### config.mk
export PLATFORM = sky130hd
export DESIGN_NAME = sar_adc_control
export DESIGN_NICKNAME = d
export VERILOG_FILES = /design/src/verilog/adc_ctrl_pkg.sv /design/src/verilog/conv_clock_gen.sv /design/src/verilog/sar_sequencer.sv /design/src/verilog/sar_adc_control.sv
export SDC_FILE = /design/constraint.sdc
export NUM_CORES = 1
export LEC_CHECK = 0
export BUFFER_PORTS_ARGS = -buffer_cell sky130_fd_sc_hd__buf_4
export CAP_MARGIN = 0
export CORE_UTILIZATION = 34
export CTS_CLUSTER_DIAMETER = 80
export CTS_CLUSTER_SIZE = 25
export DETAILED_ROUTE_END_ITERATION = 10
export GPL_ROUTABILITY_DRIVEN = 0
export PLACE_DENSITY = 0.58
export SETUP_SLACK_MARGIN = 0.1
export SYNTH_ARGS = -nofsm -noshare
export SYNTH_HDL_FRONTEND = slang
export SYNTH_HIERARCHICAL = 1
export SYNTH_SLANG_ARGS = --single-unit
### constraint.sdc
create_clock -name pclk -period 4.3 [get_ports pclk]
set_input_delay 0.215 -clock pclk [delete_from_list [all_inputs] [get_ports pclk]]
set_output_delay 0.215 -clock pclk [all_outputs]
set_load 0.01 [all_outputs]
### src/verilog/adc_ctrl_pkg.sv
`default_nettype none
package adc_ctrl_pkg;

    // ***************************************************
    // Clock and timing
    // ***************************************************
    localparam int unsigned CLK_FREQ_HZ    = 250_000_000;
    localparam real         TAD_MIN_US     = 1.6;
    // Least cycles of pclk in one conversion clock period
    localparam int unsigned TAD_MIN_CYCLES = int'($ceil(TAD_MIN_US * real'(CLK_FREQ_HZ) / 1.0e6));
    localparam int unsigned CONV_TADS      = 11;
    localparam int unsigned RESULT_W       = 10;

    // ***************************************************
    // Register indices (byte address is four times these)
    // ***************************************************
    localparam logic [7:0] IDX_RESULT_HIGH = 8'h1E;
    localparam logic [7:0] IDX_CTRL_FIRST  = 8'h1F;
    localparam logic [7:0] IDX_PORT_DIR    = 8'h85;
    localparam logic [7:0] IDX_ANALOG_SEL  = 8'h91;
    localparam logic [7:0] IDX_RESULT_LOW  = 8'h9E;
    localparam logic [7:0] IDX_CTRL_SECOND = 8'h9F;
    localparam logic [7:0] IDX_IRQ_STATUS  = 8'hA0;
    localparam logic [7:0] IDX_IRQ_MASK    = 8'hA1;

    // ***************************************************
    // Field positions
    // ***************************************************
    localparam int unsigned CF_ENABLE  = 0;
    localparam int unsigned CF_START   = 1;
    localparam int unsigned CF_CHAN_LO = 2;
    localparam int unsigned CF_REF     = 6;
    localparam int unsigned CF_JUSTIFY = 7;
    localparam int unsigned CS_CLK_LO  = 4;
    localparam int unsigned CS_SHORT   = 0;
    localparam int unsigned IRQ_DONE   = 0;

    // ***************************************************
    // Reset values
    // ***************************************************
    localparam logic [7:0] RST_CTRL_FIRST  = 8'h00;
    localparam logic [7:0] RST_CTRL_SECOND = 8'h00;
    localparam logic [5:0] RST_PORT_DIR    = 6'h3F;
    localparam logic [7:0] RST_ANALOG_SEL  = 8'hFF;
    localparam logic [7:0] RST_IRQ_MASK    = 8'h00;

    // ***************************************************
    // Conversion clock sources
    // ***************************************************
    typedef enum logic [2:0] {
        CLK_DIV2  = 3'b000,
        CLK_DIV4  = 3'b001,
        CLK_DIV8  = 3'b010,
        CLK_DIV16 = 3'b011,
        CLK_DIV32 = 3'b100,
        CLK_DIV64 = 3'b101,
        CLK_RC    = 3'b110,
        CLK_RC_B  = 3'b111
    } clk_sel_e;

    // Sequencer states
    typedef enum logic [0:0] {
        SAR_IDLE = 1'b0,
        SAR_CONV = 1'b1
    } sar_state_e;

endpackage
`default_nettype wire

### src/verilog/conv_clock_gen.sv
`timescale 1ns/10ps
`default_nettype none
module conv_clock_gen
    import adc_ctrl_pkg::*;
(
    // Clock and reset
    input  wire logic       pclk,
    input  wire logic       presetn,
    input  wire logic       ce,
    // Source choice and RC pin
    input  wire logic [2:0] clk_sel,
    input  wire logic       rc_clock_pin,
    // One pulse per conversion clock period
    output logic            tick
);

    logic [5:0] div_cnt;   // Free running divider
    logic [5:0] div_mask;  // Ratio minus one
    logic       rc_s1;     // Synchroniser, first stage
    logic       rc_s2;     // Second stage
    logic       rc_s3;     // Third stage
    logic       rc_lvl;    // Accepted RC level
    logic       rc_rise;   // Agreed rising edge
    logic       div_hit;   // Divider wraps this cycle
    logic       next_tick;

    // ***************************************************
    // Source decode
    // ***************************************************
    assign div_mask  = 6'((7'h02 << clk_sel) - 7'h01);
    assign div_hit   = (div_cnt & div_mask) == div_mask;
    // Edge counts only once stages two and three agree
    assign rc_rise   = (rc_s2 == rc_s3) && rc_s3 && !rc_lvl;
    assign next_tick = (clk_sel[2:1] == 2'b11) ? rc_rise : div_hit;

    // Divider counter
    always_ff @(posedge pclk or negedge presetn) begin
        if (!presetn) begin
            div_cnt <= 6'h00;
        end else if (ce) begin
            div_cnt <= div_cnt + 6'h01;
        end
    end

    // RC clock synchroniser; the pin is asynchronous to pclk
    always_ff @(posedge pclk or negedge presetn) begin
        if (!presetn) begin
            rc_s1  <= 1'b0;
            rc_s2  <= 1'b0;
            rc_s3  <= 1'b0;
            rc_lvl <= 1'b0;
        end else if (ce) begin
            rc_s1 <= rc_clock_pin;
            rc_s2 <= rc_s1;
            rc_s3 <= rc_s2;
            if (rc_s2 == rc_s3) begin
                rc_lvl <= rc_s3;
            end
        end
    end

    // Registered tick
    always_ff @(posedge pclk or negedge presetn) begin
        if (!presetn) begin
            tick <= 1'b0;
        end else if (ce) begin
            tick <= next_tick;
        end
    end

endmodule
`default_nettype wire

### src/verilog/sar_sequencer.sv
`timescale 1ns/10ps
`default_nettype none
module sar_sequencer
    import adc_ctrl_pkg::*;
(
    // Clock and reset
    input  wire logic                pclk,
    input  wire logic                presetn,
    input  wire logic                ce,
    // Control
    input  wire logic                run,
    input  wire logic                tick,
    input  wire logic                comp_high,
    // Front end and result
    output logic                     sample_hold,
    output logic [RESULT_W-1:0]      dac_code,
    output logic [RESULT_W-1:0]      result,
    output logic                     done
);

    sar_state_e          state;
    sar_state_e          next_state;
    logic [3:0]          period;      // Conversion periods seen so far
    logic [3:0]          bit_idx;     // Bit decided this period
    logic [RESULT_W-1:0] next_code;
    logic                last_period;

    // ***************************************************
    // Trial code update
    // ***************************************************
    assign bit_idx     = 4'(RESULT_W) - period;
    assign last_period = period == 4'(CONV_TADS - 1);

    // Keep or drop the bit under test, then try the next one
    always_comb begin
        next_code = dac_code;
        if (period != 4'h0) begin
            next_code[bit_idx] = comp_high;
            if (bit_idx != 4'h0) begin
                next_code[bit_idx - 4'h1] = 1'b1;
            end
        end else begin
            next_code = 10'h200;
        end
    end

    // State choice; dropping run aborts
    always_comb begin
        next_state = state;
        unique case (state)
            SAR_IDLE: begin
                if (run) begin
                    next_state = SAR_CONV;
                end
            end
            SAR_CONV: begin
                if (!run || (tick && last_period)) begin
                    next_state = SAR_IDLE;
                end
            end
        endcase
    end

    // Sequencer registers
    always_ff @(posedge pclk or negedge presetn) begin
        if (!presetn) begin
            state       <= SAR_IDLE;
            period      <= 4'h0;
            sample_hold <= 1'b0;
            dac_code    <= 10'h000;
            result      <= 10'h000;
            done        <= 1'b0;
        end else if (ce) begin
            state <= next_state;
            done  <= 1'b0;
            if (state == SAR_IDLE || !run) begin
                period      <= 4'h0;
                sample_hold <= 1'b0;
            end else if (tick) begin
                // First period opens the hold, ten more decide bits
                dac_code    <= next_code;
                sample_hold <= !last_period;
                period      <= last_period ? 4'h0 : period + 4'h1;
                if (last_period) begin
                    result <= next_code;
                    done   <= 1'b1;
                end
            end
        end
    end

endmodule
`default_nettype wire

### src/verilog/sar_adc_control.sv
// Behaviour
// - Successive approximation into 10-bit result register
// - Channel field bits 4:2 picks input
// - Bit 6 set selects external reference
// - Conversion lasts exactly 11 conversion periods
// - Clock field bits 6:4 picks divider/RC
// - Analog-select bits disable pin digital buffers
// - Direction bit set floats pin driver
//
// Register access over APB was left to the implementer.
`timescale 1ns/10ps
`default_nettype none
module sar_adc_control
    import adc_ctrl_pkg::*;
#(
    parameter int unsigned ADDR_W = 12
)(
    // Clock, reset, enable
    input  wire logic              pclk,
    input  wire logic              presetn,
    input  wire logic              ce,
    // APB slave
    input  wire logic              psel,
    input  wire logic              penable,
    input  wire logic              pwrite,
    input  wire logic [ADDR_W-1:0] paddr,
    input  wire logic [31:0]       pwdata,
    input  wire logic [3:0]        pstrb,
    output logic [31:0]            prdata,
    output logic                   pready,
    output logic                   pslverr,
    // Analog front end
    input  wire logic              comp_high_pin,
    input  wire logic              rc_clock_pin,
    output logic [2:0]             channel_select_field,
    output logic                   reference_select_bit,
    output logic                   sample_hold,
    output logic [RESULT_W-1:0]    dac_code,
    // Pin control
    output logic [7:0]             analog_select_bits,
    output logic [5:0]             port_a_high_z,
    // Interrupt
    output logic                   irq
);

    // ***************************************************
    // Declarations
    // ***************************************************
    logic                conv_enable;     // Converter powered
    logic                start_bit;       // Conversion in progress
    logic                justify_left;    // Result alignment
    logic [2:0]          clk_sel;         // Conversion clock source
    logic [7:0]          irq_status;      // Sticky events
    logic [7:0]          irq_mask;        // Enables onto irq
    logic [RESULT_W-1:0] result;          // From sequencer
    logic                conv_done;       // One-cycle pulse
    logic                tad_tick;        // Conversion clock pulse
    logic                comp_s1;         // Comparator sync stage one
    logic                comp_s2;         // Stage two
    logic                comp_s3;         // Stage three
    logic                comp_lvl;        // Accepted comparator level
    logic [7:0]          read_mux;        // Selected read byte
    logic [7:0]          result_high;
    logic [7:0]          result_low;
    logic [7:0]          ctrl_first_rd;
    logic [7:0]          ctrl_second_rd;
    logic                tad_short;       // Period below the minimum
    logic [7:0]          reg_idx;
    logic                aligned;
    logic                mapped;
    logic                setup;
    logic                access;
    logic                wr_en;
    logic                rd_en;
    logic [7:0]          wbyte;
    logic                wr_first;
    logic [7:0]          next_status;

    // ***************************************************
    // Bus decode
    // ***************************************************
    assign reg_idx = paddr[9:2];
    assign aligned = (paddr[1:0] == 2'b00) && (paddr >> 10) == '0;
    assign mapped  = aligned && (reg_idx == IDX_RESULT_HIGH || reg_idx == IDX_CTRL_FIRST
                  || reg_idx == IDX_PORT_DIR || reg_idx == IDX_ANALOG_SEL
                  || reg_idx == IDX_RESULT_LOW || reg_idx == IDX_CTRL_SECOND
                  || reg_idx == IDX_IRQ_STATUS || reg_idx == IDX_IRQ_MASK);
    assign setup   = psel && !penable;
    // Access completes at the edge where our registered pready is high
    assign access  = psel && penable && pready;
    assign wr_en   = access && pwrite && mapped && pstrb[0];
    assign rd_en   = access && !pwrite && mapped;
    assign wbyte   = pwdata[7:0];
    assign wr_first = wr_en && reg_idx == IDX_CTRL_FIRST;

    // ***************************************************
    // Read data
    // ***************************************************
    // Alignment of the ten result bits over two bytes
    assign result_high = justify_left ? result[9:2] : {6'h00, result[9:8]};
    assign result_low  = justify_left ? {result[1:0], 6'h00} : result[7:0];

    // At 250 MHz only the RC source can meet the minimum period
    assign tad_short = (clk_sel[2:1] != 2'b11)
                    && ((32'h2 << clk_sel) < TAD_MIN_CYCLES);

    assign ctrl_first_rd  = {justify_left, reference_select_bit, 1'b0,
                             channel_select_field, start_bit, conv_enable};
    assign ctrl_second_rd = {1'b0, clk_sel, 3'b000, tad_short};

    assign read_mux = (reg_idx == IDX_RESULT_HIGH) ? result_high
                    : (reg_idx == IDX_CTRL_FIRST)  ? ctrl_first_rd
                    : (reg_idx == IDX_PORT_DIR)    ? {2'b00, port_a_high_z}
                    : (reg_idx == IDX_ANALOG_SEL)  ? analog_select_bits
                    : (reg_idx == IDX_RESULT_LOW)  ? result_low
                    : (reg_idx == IDX_CTRL_SECOND) ? ctrl_second_rd
                    : (reg_idx == IDX_IRQ_STATUS)  ? irq_status
                    : (reg_idx == IDX_IRQ_MASK)    ? irq_mask
                    : 8'h00;

    // ***************************************************
    // Interrupt status
    // ***************************************************
    // Only bits shown to the reader are cleared; a new event still wins
    assign next_status = (rd_en && reg_idx == IDX_IRQ_STATUS)
                       ? ((irq_status & ~prdata[7:0]) | {7'h00, conv_done})
                       : (irq_status | {7'h00, conv_done});

    // ***************************************************
    // APB response
    // ***************************************************
    // One wait-free access phase; data captured in setup
    always_ff @(posedge pclk or negedge presetn) begin
        if (!presetn) begin
            pready  <= 1'b0;
            pslverr <= 1'b0;
            prdata  <= 32'h0000_0000;
        end else if (ce) begin
            pready  <= setup;
            pslverr <= setup && !mapped;
            if (setup) begin
                prdata <= pwrite ? 32'h0000_0000 : {24'h00_0000, read_mux};
            end
        end
    end

    // ***************************************************
    // Control registers
    // ***************************************************
    // Configuration written by software
    always_ff @(posedge pclk or negedge presetn) begin
        if (!presetn) begin
            conv_enable          <= RST_CTRL_FIRST[CF_ENABLE];
            channel_select_field <= RST_CTRL_FIRST[CF_CHAN_LO +: 3];
            reference_select_bit <= RST_CTRL_FIRST[CF_REF];
            justify_left         <= RST_CTRL_FIRST[CF_JUSTIFY];
            clk_sel              <= RST_CTRL_SECOND[CS_CLK_LO +: 3];
            analog_select_bits   <= RST_ANALOG_SEL;
            port_a_high_z        <= RST_PORT_DIR;
            irq_mask             <= RST_IRQ_MASK;
        end else if (ce && wr_en) begin
            if (reg_idx == IDX_CTRL_FIRST) begin
                conv_enable          <= wbyte[CF_ENABLE];
                channel_select_field <= wbyte[CF_CHAN_LO +: 3];
                reference_select_bit <= wbyte[CF_REF];
                justify_left         <= wbyte[CF_JUSTIFY];
            end
            if (reg_idx == IDX_CTRL_SECOND) begin
                clk_sel <= wbyte[CS_CLK_LO +: 3];
            end
            if (reg_idx == IDX_ANALOG_SEL) begin
                analog_select_bits <= wbyte;
            end
            if (reg_idx == IDX_PORT_DIR) begin
                port_a_high_z <= wbyte[5:0];
            end
            if (reg_idx == IDX_IRQ_MASK) begin
                irq_mask <= wbyte;
            end
        end
    end

    // Start bit: software sets or aborts, completion clears
    always_ff @(posedge pclk or negedge presetn) begin
        if (!presetn) begin
            start_bit <= RST_CTRL_FIRST[CF_START];
        end else if (ce) begin
            if (wr_first) begin
                // A write in the completion cycle wins
                start_bit <= wbyte[CF_START] && wbyte[CF_ENABLE];
            end else if (conv_done) begin
                start_bit <= 1'b0;
            end
        end
    end

    // Sticky status and interrupt line
    always_ff @(posedge pclk or negedge presetn) begin
        if (!presetn) begin
            irq_status <= 8'h00;
            irq        <= 1'b0;
        end else if (ce) begin
            irq_status <= next_status;
            irq        <= |(next_status & irq_mask);
        end
    end

    // ***************************************************
    // Comparator synchroniser
    // ***************************************************
    // Analog decision is asynchronous; accept it once stages agree
    always_ff @(posedge pclk or negedge presetn) begin
        if (!presetn) begin
            comp_s1  <= 1'b0;
            comp_s2  <= 1'b0;
            comp_s3  <= 1'b0;
            comp_lvl <= 1'b0;
        end else if (ce) begin
            comp_s1 <= comp_high_pin;
            comp_s2 <= comp_s1;
            comp_s3 <= comp_s2;
            if (comp_s2 == comp_s3) begin
                comp_lvl <= comp_s3;
            end
        end
    end

    // ***************************************************
    // Conversion clock and sequencer
    // ***************************************************
    conv_clock_gen u_clock (
        .pclk         (pclk),
        .presetn      (presetn),
        .ce           (ce),
        .clk_sel      (clk_sel),
        .rc_clock_pin (rc_clock_pin),
        .tick         (tad_tick)
    );

    // Comparator settling plus sync needs several pclk per period
    sar_sequencer u_sar (
        .pclk        (pclk),
        .presetn     (presetn),
        .ce          (ce),
        .run         (start_bit && conv_enable),
        .tick        (tad_tick),
        .comp_high   (comp_lvl),
        .sample_hold (sample_hold),
        .dac_code    (dac_code),
        .result      (result),
        .done        (conv_done)
    );

endmodule
`default_nettype wire

* Word level (Yosys, flattened, before mapping)
Cells that the tools add are included.
Cells by class: bitwise logic cells 9, muxes and demuxes 33, add/sub/neg operators 5, magnitude comparators 5, equality and inequality tests 14, shift operators 2, reductions and logical operators 56
Operators by type and width (number):
- 8-bit 2-to-1 mux | 12
- 8-bit equality test (second input constant) | 6
- 32-bit by 9-bit < comparator with 1-bit output (second input constant) | 1
- 2-bit by 3-bit << shifter with 32-bit output (first input constant) | 1
- 1-bit logical AND | 22
- 10-bit 2-to-1 mux | 2
- 2-bit AND reduction | 10
- 8-bit AND | 2
- 8-bit by 5-bit equality test with 1-bit output (second input constant) | 2
- 8-bit by 1-bit bitwise OR with 8-bit output | 2
- 12-bit zero test | 1
- 1-bit 2-to-1 mux | 12
- 4-bit 2-to-1 mux | 3
- 10-bit bitwise mux | 1
- 4-bit by 5-bit < comparator with 1-bit output (second input constant) | 2
- 10-bit bitwise OR | 1
- 1-bit logical OR | 9
- 1-bit demux with 4-bit select | 2
- 4-bit by 1-bit >= comparator with 1-bit output (second input constant) | 2
- 8-bit NOT | 1
- 4-bit nonzero test | 2
- 8-bit OR reduction | 1
- 6-bit by 1-bit adder with 6-bit output (second input constant) | 1
- 6-bit AND | 1
- other kinds (17) | 25
Word-level totals: input bits 56, flip-flop bits (word level) 117, logic and storage cells 154, output and inout bits 64

* Longest topological paths before layout
Gate-level depths: netlist (run 1).
depth in word-level cells 14, depth in mapped cells 11

* Cells and area by module
The synthesis (run 1) kept the hierarchy.
Modules (own cells, without submodules):
- sar_adc_control | seq. area each 1393.8 um^2, cells each 307, times used 1, area each 3160.5 um^2
- sar_sequencer | seq. area each 675.6 um^2, cells each 167, times used 1, area each 1610.3 um^2
- conv_clock_gen | seq. area each 275.3 um^2, cells each 40, times used 1, area each 518.0 um^2

* Least setup slack after synthesis (run 1)
OpenSTA, ideal clock, no wires.
path kind flip-flop to flip-flop, start point register u_sar.period[2], end point register u_sar.result[6], stages on the path, launching flop included 11, arrival time 2.116 ns, setup slack 2.059 ns, setup time 0.125 ns, period minus slack after synthesis 2.241 ns, cells stage by stage dfrtp_1 buf_2 inv_1 ha_1 nor2b_1 or3_1 buf_6 and2_4 mux2i_2 o311ai_1 mux2_4
Between the ends: cells in the longest elaborated chain, start to end 9, elaborated cells between the ends (all ways) 20, classes of those cells 2 x add/sub; 4 x order compare; 1 x eq/ne; 7 x mux; 1 x bitwise; 5 x reduce/logical
RTL lines:
- start, declared | line sar_sequencer.sv:23 | logic [3:0] period;
- start signal, assigned | line sar_sequencer.sv:83 | period <= last_period ? 4'h0 : period + 4'h1;
- 4-bit subtractor | line sar_sequencer.sv:31 | assign bit_idx = 4'(RESULT_W) - period;
- 4-bit by 1-bit subtractor with 4-bit output (tied with other cells) | line sar_sequencer.sv:40 | next_code[bit_idx - 4'h1] = 1'b1;
- 4-bit by 5-bit < comparator with 1-bit output (not written as such) (tied with other cells) | line sar_sequencer.sv:40
- 1-bit logical AND (not written as such) or 1-bit 2-to-1 mux (tied branches) | line sar_sequencer.sv:40, sar_sequencer.sv:38
- 1-bit 2-to-1 mux (not written as such) or 1-bit demux with 4-bit select (tied branches)
- 1-bit demux with 4-bit select or 10-bit bitwise mux (tied branches)
- 10-bit bitwise OR (no line)
- 10-bit 2-to-1 mux | line sar_sequencer.sv:39 | if (bit_idx != 4'h0) begin
- 10-bit 2-to-1 mux | line sar_sequencer.sv:37 | if (period != 4'h0) begin
- end signal, assigned | line sar_sequencer.sv:85 | result <= next_code;
- end, declared | line sar_sequencer.sv:17 | output logic [RESULT_W-1:0] result,
Several ways; a longest one is shown, not always the timed one. A chain may end at the register's enable or synchronous reset.

* Final worst setup path (run 1)
Ends and elaborated chain as after synthesis.

==> results of run 1 <==
## area by class of cell
| class | instances | area, um2 | area share [%] |
|---|---|---|---|
| clock buffers | 11 | 253 | 4.11 |
| clock inverters | 5 | 58.8 | 0.956 |
| inverters | 14 | 52.6 | 0.855 |
| multi-input cells | 382 | 2670 | 43.4 |
| flip-flops and latches | 93 | 2340 | 38.1 |
| well taps | 188 | 235 | 3.83 |
| repair buffers | 71 | 536 | 8.71 |
## power by group through the flow
stage / clock, W / sequential, W / combinational, W
floorplan: 0 / 0.000984 / 0.000136
global placement: 0 / 0.00100 / 0.000174
detailed placement: 0 / 0.00101 / 0.000183
CTS: 0.000847 / 0.000990 / 0.000185
global route: 0.000883 / 0.00100 / 0.000205
finish: 0.000823 / 0.000990 / 0.000182
## synth_stat cells (all sizes together) (3+ instances only)
master / count / area [um2]
a21boi: 8 / 60.1
a21oi: 21 / 116
a22o: 7 / 61.3
a22oi: 3 / 22.5
a31oi: 8 / 56.3
and2: 6 / 40.0
and4: 4 / 38.8
buf: 34 / 254
clkbuf: 14 / 53.8
dfrtp: 79 / 1980
dfstp: 14 / 368
ha: 11 / 138
inv: 14 / 52.6
mux2: 47 / 556
mux2i: 12 / 136
nand2: 57 / 216
nand2b: 3 / 18.8
nand3: 10 / 50.1
nand3b: 5 / 37.5
nand4: 9 / 62.6
nand4b: 4 / 35.0
nor2: 23 / 96.4
nor2b: 3 / 18.8
nor3: 5 / 25.0
o211ai: 5 / 42.5
o21ai: 43 / 215
o221ai: 5 / 43.8
o22ai: 5 / 31.3
o2bb2ai: 4 / 35.0
o31ai: 4 / 30.0
or3: 3 / 18.8
xnor2: 5 / 51.3
xor2: 4 / 35.0
## how the worst min path moves through the flow
stage                                    to  slack (ps)  cells past startpoint
floorplan           channel_select_field[0]         -80                      0
global placement                irq_mask[2]         300                      1
detailed placement              irq_mask[2]         320                      1
CTS                           u_clock/rc_s1         100                      2
global route                  u_clock/rc_s1         100                      2
finish                        u_clock/rc_s1         100                      2
## flip-flops by register name (all words and copies together), names as in the netlist, 4 cells and up
register            cells
irq_mask                8
irq_status              8
u_clock/div_cnt         6
u_sar/dac_code         10
u_sar/period            4
analog_select_bits      8
u_sar/result           10
port_a_high_z           6
prdata                  8
## worst max-delay path, stage by stage, from the launching register on
cell	delay [ps]
dfrtp_1	520
inv_1	150
ha_1	210
nor2b_1	150
or3_1	440
and2_4	260
mux2i_2	310
o311ai_1	190
mux2_4	290
## per-layer routing
layer | up-vias | global-route usage [%] | share of wire [%]
li1 | 1955 | - | -
met1 | 2041 | 25.1 | 47
met2 | 141 | 27.2 | 45
met3 | 26 | 2.78 | 5.0
met4 | 0 | 8.54 | 2.9
met5 | - | 0 | 0
## per-stage QoR
stage                     utilization, %  hold slack [ps]  power [W]  cells  instance area, um2
final                               40.5              104    0.00199    764                6150
after global routing                40.5             96.3    0.00209    764                6150
after detailed placement            38.3              320    0.00119    747                5830
after global placement              38.3              305    0.00118    747                5830
after CTS                           40.5             95.2    0.00202    764                6150
after floorplan                        -            -80.6    0.00112    537                5380
## kinds of logic after synthesis
logic type,count (synthesis),share of synthesized area (%)
flip-flops,93,44.3
AO/OA/AOI/OAI,134,16.9
buffers and inverters,62,6.81
XOR/XNOR,9,1.63
AND/OR/NAND/NOR,145,14.5
other,1,0.0709
multiplexers,59,13.1
adder cells (fa/ha/maj),11,2.60
==> out/metrics.yaml, run 1 <==
layout-drive-gt1-share_pct: 28.0
cts_hold_buf: 1
setup_viol: 0
dp_hpwl_um: 10100
rows: 45
cts-resized-gates: 0
rr_worst_depth: 8
switchingPower_w: 0.000501
synthCells: 514
grt_pass1_wl_um: 22300
finClkSkew_ps: 7.81
first_global_vias: 4106
power.density_mw_per_mm2: 324
area_delta_synth_final_pct: 16.3
clk_pin_slew_ps: 60
required_ps: 4530
rsz0062_at_grt: "no"
wl_um: 13600
seq_power_share_pct: 49.6
yosysWarningCount: 6
firstDrtPassIters: 5
portBuffers: 68
die_area_mm2: 0.0161
pre_cts_ws_ps: 1710
r2r_end: "u_sar/result[6]"
cp_max_fo: 11
hp-class: "input pin to flop"
initial_utilization_pct: 34.8
critPathLaunchType: "flop"
cp-startpoint: "u_sar/period[2]"
crit_path_end: "u_sar/result[6]"
wire_per_inst_um: 17.9
cp-end-kind: "flop"
final-hold-violation-count: 0
vias: 4163
grt_max_degree: 57
rrSetupSlack_ps: 1670
ios: 120
peakVddDrop_mv: 0.192
relSlewSlack_pct: 25.8
drt-initial-drc-count: 318
antenna_cells: 0
core-area_mm2: 0.0152
fill_cells: 1496
period_share_pct: 61.2
worst_pin_slew_ps: 1100
overflow: 0
cap_violations: 0
die_w_um: 127
tritoncts: "yes"
ys_types: 79
root_buffer: "clkbuf_16"
final_nets: 638
grt_usage_pct: 17.9
synth-edff-count: 0
arrival_ps: 2860
synth-seq-cells: 93
fmax_mhz: 380
synthArstFlopShare_pct: 100
cts_made_buffers: 9
path_class: "flop to flop"
vias_per_cell: 5.45
hold_start: "rc_clock_pin"
switching_share_pct: 25.1
syn_area_mm2: 0.00529
synth.yosys.seq_area_share_pct: 44.3
fp.dieH_um: 127
status: "finished, final reports clean"
final_common_cell: "dfrtp_1"
combPwrFrac_pct: 9.1
setup_tns_ps: 0
clk_latency_ps: 350
ant_nets: 0
cts_max_level: 3
ys.flop_type: "dfrtp_1"
layout_min_cycle_time_ps: 2630
regToRegStartpoint: "u_sar/period[2]"
finalMaxSlewViolations: 0
total_leakage_power_nw: 2.68
power_frac_clock_pct: 41.3
clk_path_buf_depth: 2
antenna_found_initial: 0
syn-mean-instance-area_um2: 10.3
setup_slack_ps: 1670
cts_setup_buffers: 0
p_int_w: 0.00149
clock-sinks: 93
final_cell_mix: "dfrtp_1, buf_4, nand2_1"
drc: 0
(Power assumes the default switching activity.)
==> run 2, diff against run 1 <==
--- a/config.mk
+++ b/config.mk
@@ -12,7 +12,7 @@
 export CTS_CLUSTER_SIZE = 25
 export DETAILED_ROUTE_END_ITERATION = 10
 export GPL_ROUTABILITY_DRIVEN = 0
-export PLACE_DENSITY = 0.58
+export PLACE_DENSITY = 0.6
 export SETUP_SLACK_MARGIN = 0.1
 export SYNTH_ARGS = -nofsm -noshare
 export SYNTH_HDL_FRONTEND = slang
==> constraint.sdc (replaced) <==
create_clock -name pclk -period 2.1 [get_ports pclk]
set_input_delay 0.105 -clock pclk [delete_from_list [all_inputs] [get_ports pclk]]
set_output_delay 0.105 -clock pclk [all_outputs]
set_load 0.01 [all_outputs]
==> out/metrics.yaml, run 2 (synthesis results as in run 1) <==
status: "finished with violations"
ant_nets: 0
clk_latency_ps: 350
total_leakage_power_nw: 2.92
setup_viol: 5
cp-end-kind: "flop"
rows: 45
regToRegStartpoint: "u_sar/period[1]"
finClkSkew_ps: 6.76
reg_top3: "u_sar/dac_code: 10 flops, u_sar/result: 10 flops"
required_ps: 2330
ios: 120
portBuffers: 68
grt_pass1_wl_um: 24200
placed_cells: 785
relSlewSlack_pct: 62.3
power.density_mw_per_mm2: 619
antenna_found_initial: 0
r2r_end: "u_sar/result[6]"
first_global_vias: 4318
grt_max_degree: 47
instances_no_fill: 808
rsz0062_at_grt: "yes"
initial_utilization_pct: 34.8
rr_worst_depth: 7
hold_start: "pwdata[6]"
core-area_mm2: 0.0152
area_delta_synth_final_pct: 25.1
worst_hold_path.endpoint: "reference_select_bit"
drc: 0
die_w_um: 127
cts_max_level: 3
final-hold-violation-count: 0
cts_made_buffers: 9
path_class: "flop to flop"
arrival_ps: 2390
critPathSlowestCell: "dfrtp_2"
layout_min_cycle_time_ps: 2160
antenna_cells: 0
final_common_cell: "buf_4"
setup_slack_ps: -57.2
wl_um: 15000
dp_hpwl_um: 11400
firstDrtPassIters: 5
finalMaxSlewViolations: 0
pre_cts_ws_ps: -140
root_buffer: "clkbuf_16"
cp_max_fo: 6
peakVddDrop_mv: 0.395
cap_violations: 0
layout-drive-gt1-share_pct: 35.8
fmax_mhz: 464
drt-initial-drc-count: 369
critPathLaunchType: "flop"
final_cell_mix: "buf_4, dfrtp_1, nand2_1"
worst_pin_slew_ps: 551
clk_path_buf_depth: 2
min_path_cells: 2
cpPeakStageDelay_ps: 460
vias: 4422
vias_per_cell: 5.47
setup_tns_ps: -121
crit_chain: "ha_4 -> nor2b_4 -> or3_4 -> and2_4 -> mux2i_4 -> o311ai_2 -> mux2_4"
rrSetupSlack_ps: -60
fp.dieH_um: 127
clock-sinks: 93
grt_usage_pct: 19.6
period_share_pct: 103
clk_pin_slew_ps: 60
die_area_mm2: 0.0161
violations: "setup timing"
holdWs_ps: 15.6
overflow: 0
final_nets: 682
tritoncts: "yes"
wire_per_inst_um: 18.6
hp-class: "input pin to flop"
-- run 2: cell count changes in the layout (fill, tap and decap cells not counted), sizes merged --
| cell | before | now |
|---|---|---|
| and2 | 6 | 7 |
| buf | 70 | 111 |
| clkinvlp | 2 | 0 |
| dlygate4sd3 | 1 | 3 |
| clkbuf | 11 | 13 |
-- run 2: layout make-up --
| type | count | area, um2 |
|---|---|---|
| multi-input combinational | 383 | 2810 |
| inverter | 14 | 55.1 |
| clock inverter | 3 | 43.8 |
| clock buffer | 13 | 260 |
| sequential | 93 | 2350 |
| timing repair buffer | 114 | 867 |
| tap | 188 | 235 |
| fill | 1445 | 8580 |
-- run 2: what timing repair did --
| action | CTS | global route |
|---|---|---|
| pin swaps | 9 | 5 |
| cloned | 1 | 0 |
| setup buffers | 3 | 0 |
| gates resized for setup | 15 | 1 |
| hold buffers | 3 | 0 |
| endpoints found under the setup margin | 20 | 20 |
| endpoints found under the hold margin | 43 | 0 |
-- run 2: report_power, final --
group / total, W / switching, W / leakage [nW] / internal (W)
logic: 0.000393 / 0.000211 / 1.56 / 0.000182
clock network: 0.00167 / 0.000678 / 0.150 / 0.000989
registers: 0.00204 / 0.000136 / 1.21 / 0.00190
total: 0.00410 / 0.00102 / 2.92 / 0.00307
-- run 2: metrics by stage --
stage          power (W)  util (%)  instance area (um2)
2_1_floorplan    0.00229         -                 5450
3_3_place_gp     0.00243      40.6                 6180
3_5_place_dp     0.00246      40.6                 6180
4_1_cts          0.00414      43.5                 6610
5_1_grt          0.00429      43.5                 6620
6_report         0.00410      43.5                 6620
-- run 2: worst max-delay path: cells and delay by family, from the launching register on --
family,cells,cell delay (ps)
DFF,1,460
adders and majority gates,1,170
muxes,2,530
and+or+nand+nor,3,730
AOI/OAI and AO/OA,1,150
-- run 2: worst max path at each step --
| stage | depth (start not counted) | slack [ps] | startpoint | to |
|---|---|---|---|---|
| 2_1_floorplan | 11 | -30 | u_sar/period[2] | u_sar/result[3] |
| 3_3_place_gp | 7 | -70 | u_sar/period[1] | u_sar/result[6] |
| 3_5_place_dp | 7 | -140 | u_sar/period[1] | u_sar/result[6] |
| 4_1_cts | 7 | -20 | u_sar/period[1] | u_sar/result[6] |
| 5_1_grt | 8 | -100 | u_sar/period[0] | u_sar/result[9] |
| 6_report | 7 | -60 | u_sar/period[1] | u_sar/result[6] |
-- run 2: metal layers --
metal / track usage [%] / share of wire, % / vias to the layer above
li1: - / - / 2038
met1: 27.2 / 45 / 2185
met2: 30.6 / 47 / 174
met3: 2.78 / 5.6 / 25
met4: 8.40 / 2.4 / 0
met5: 0 / 0 / -
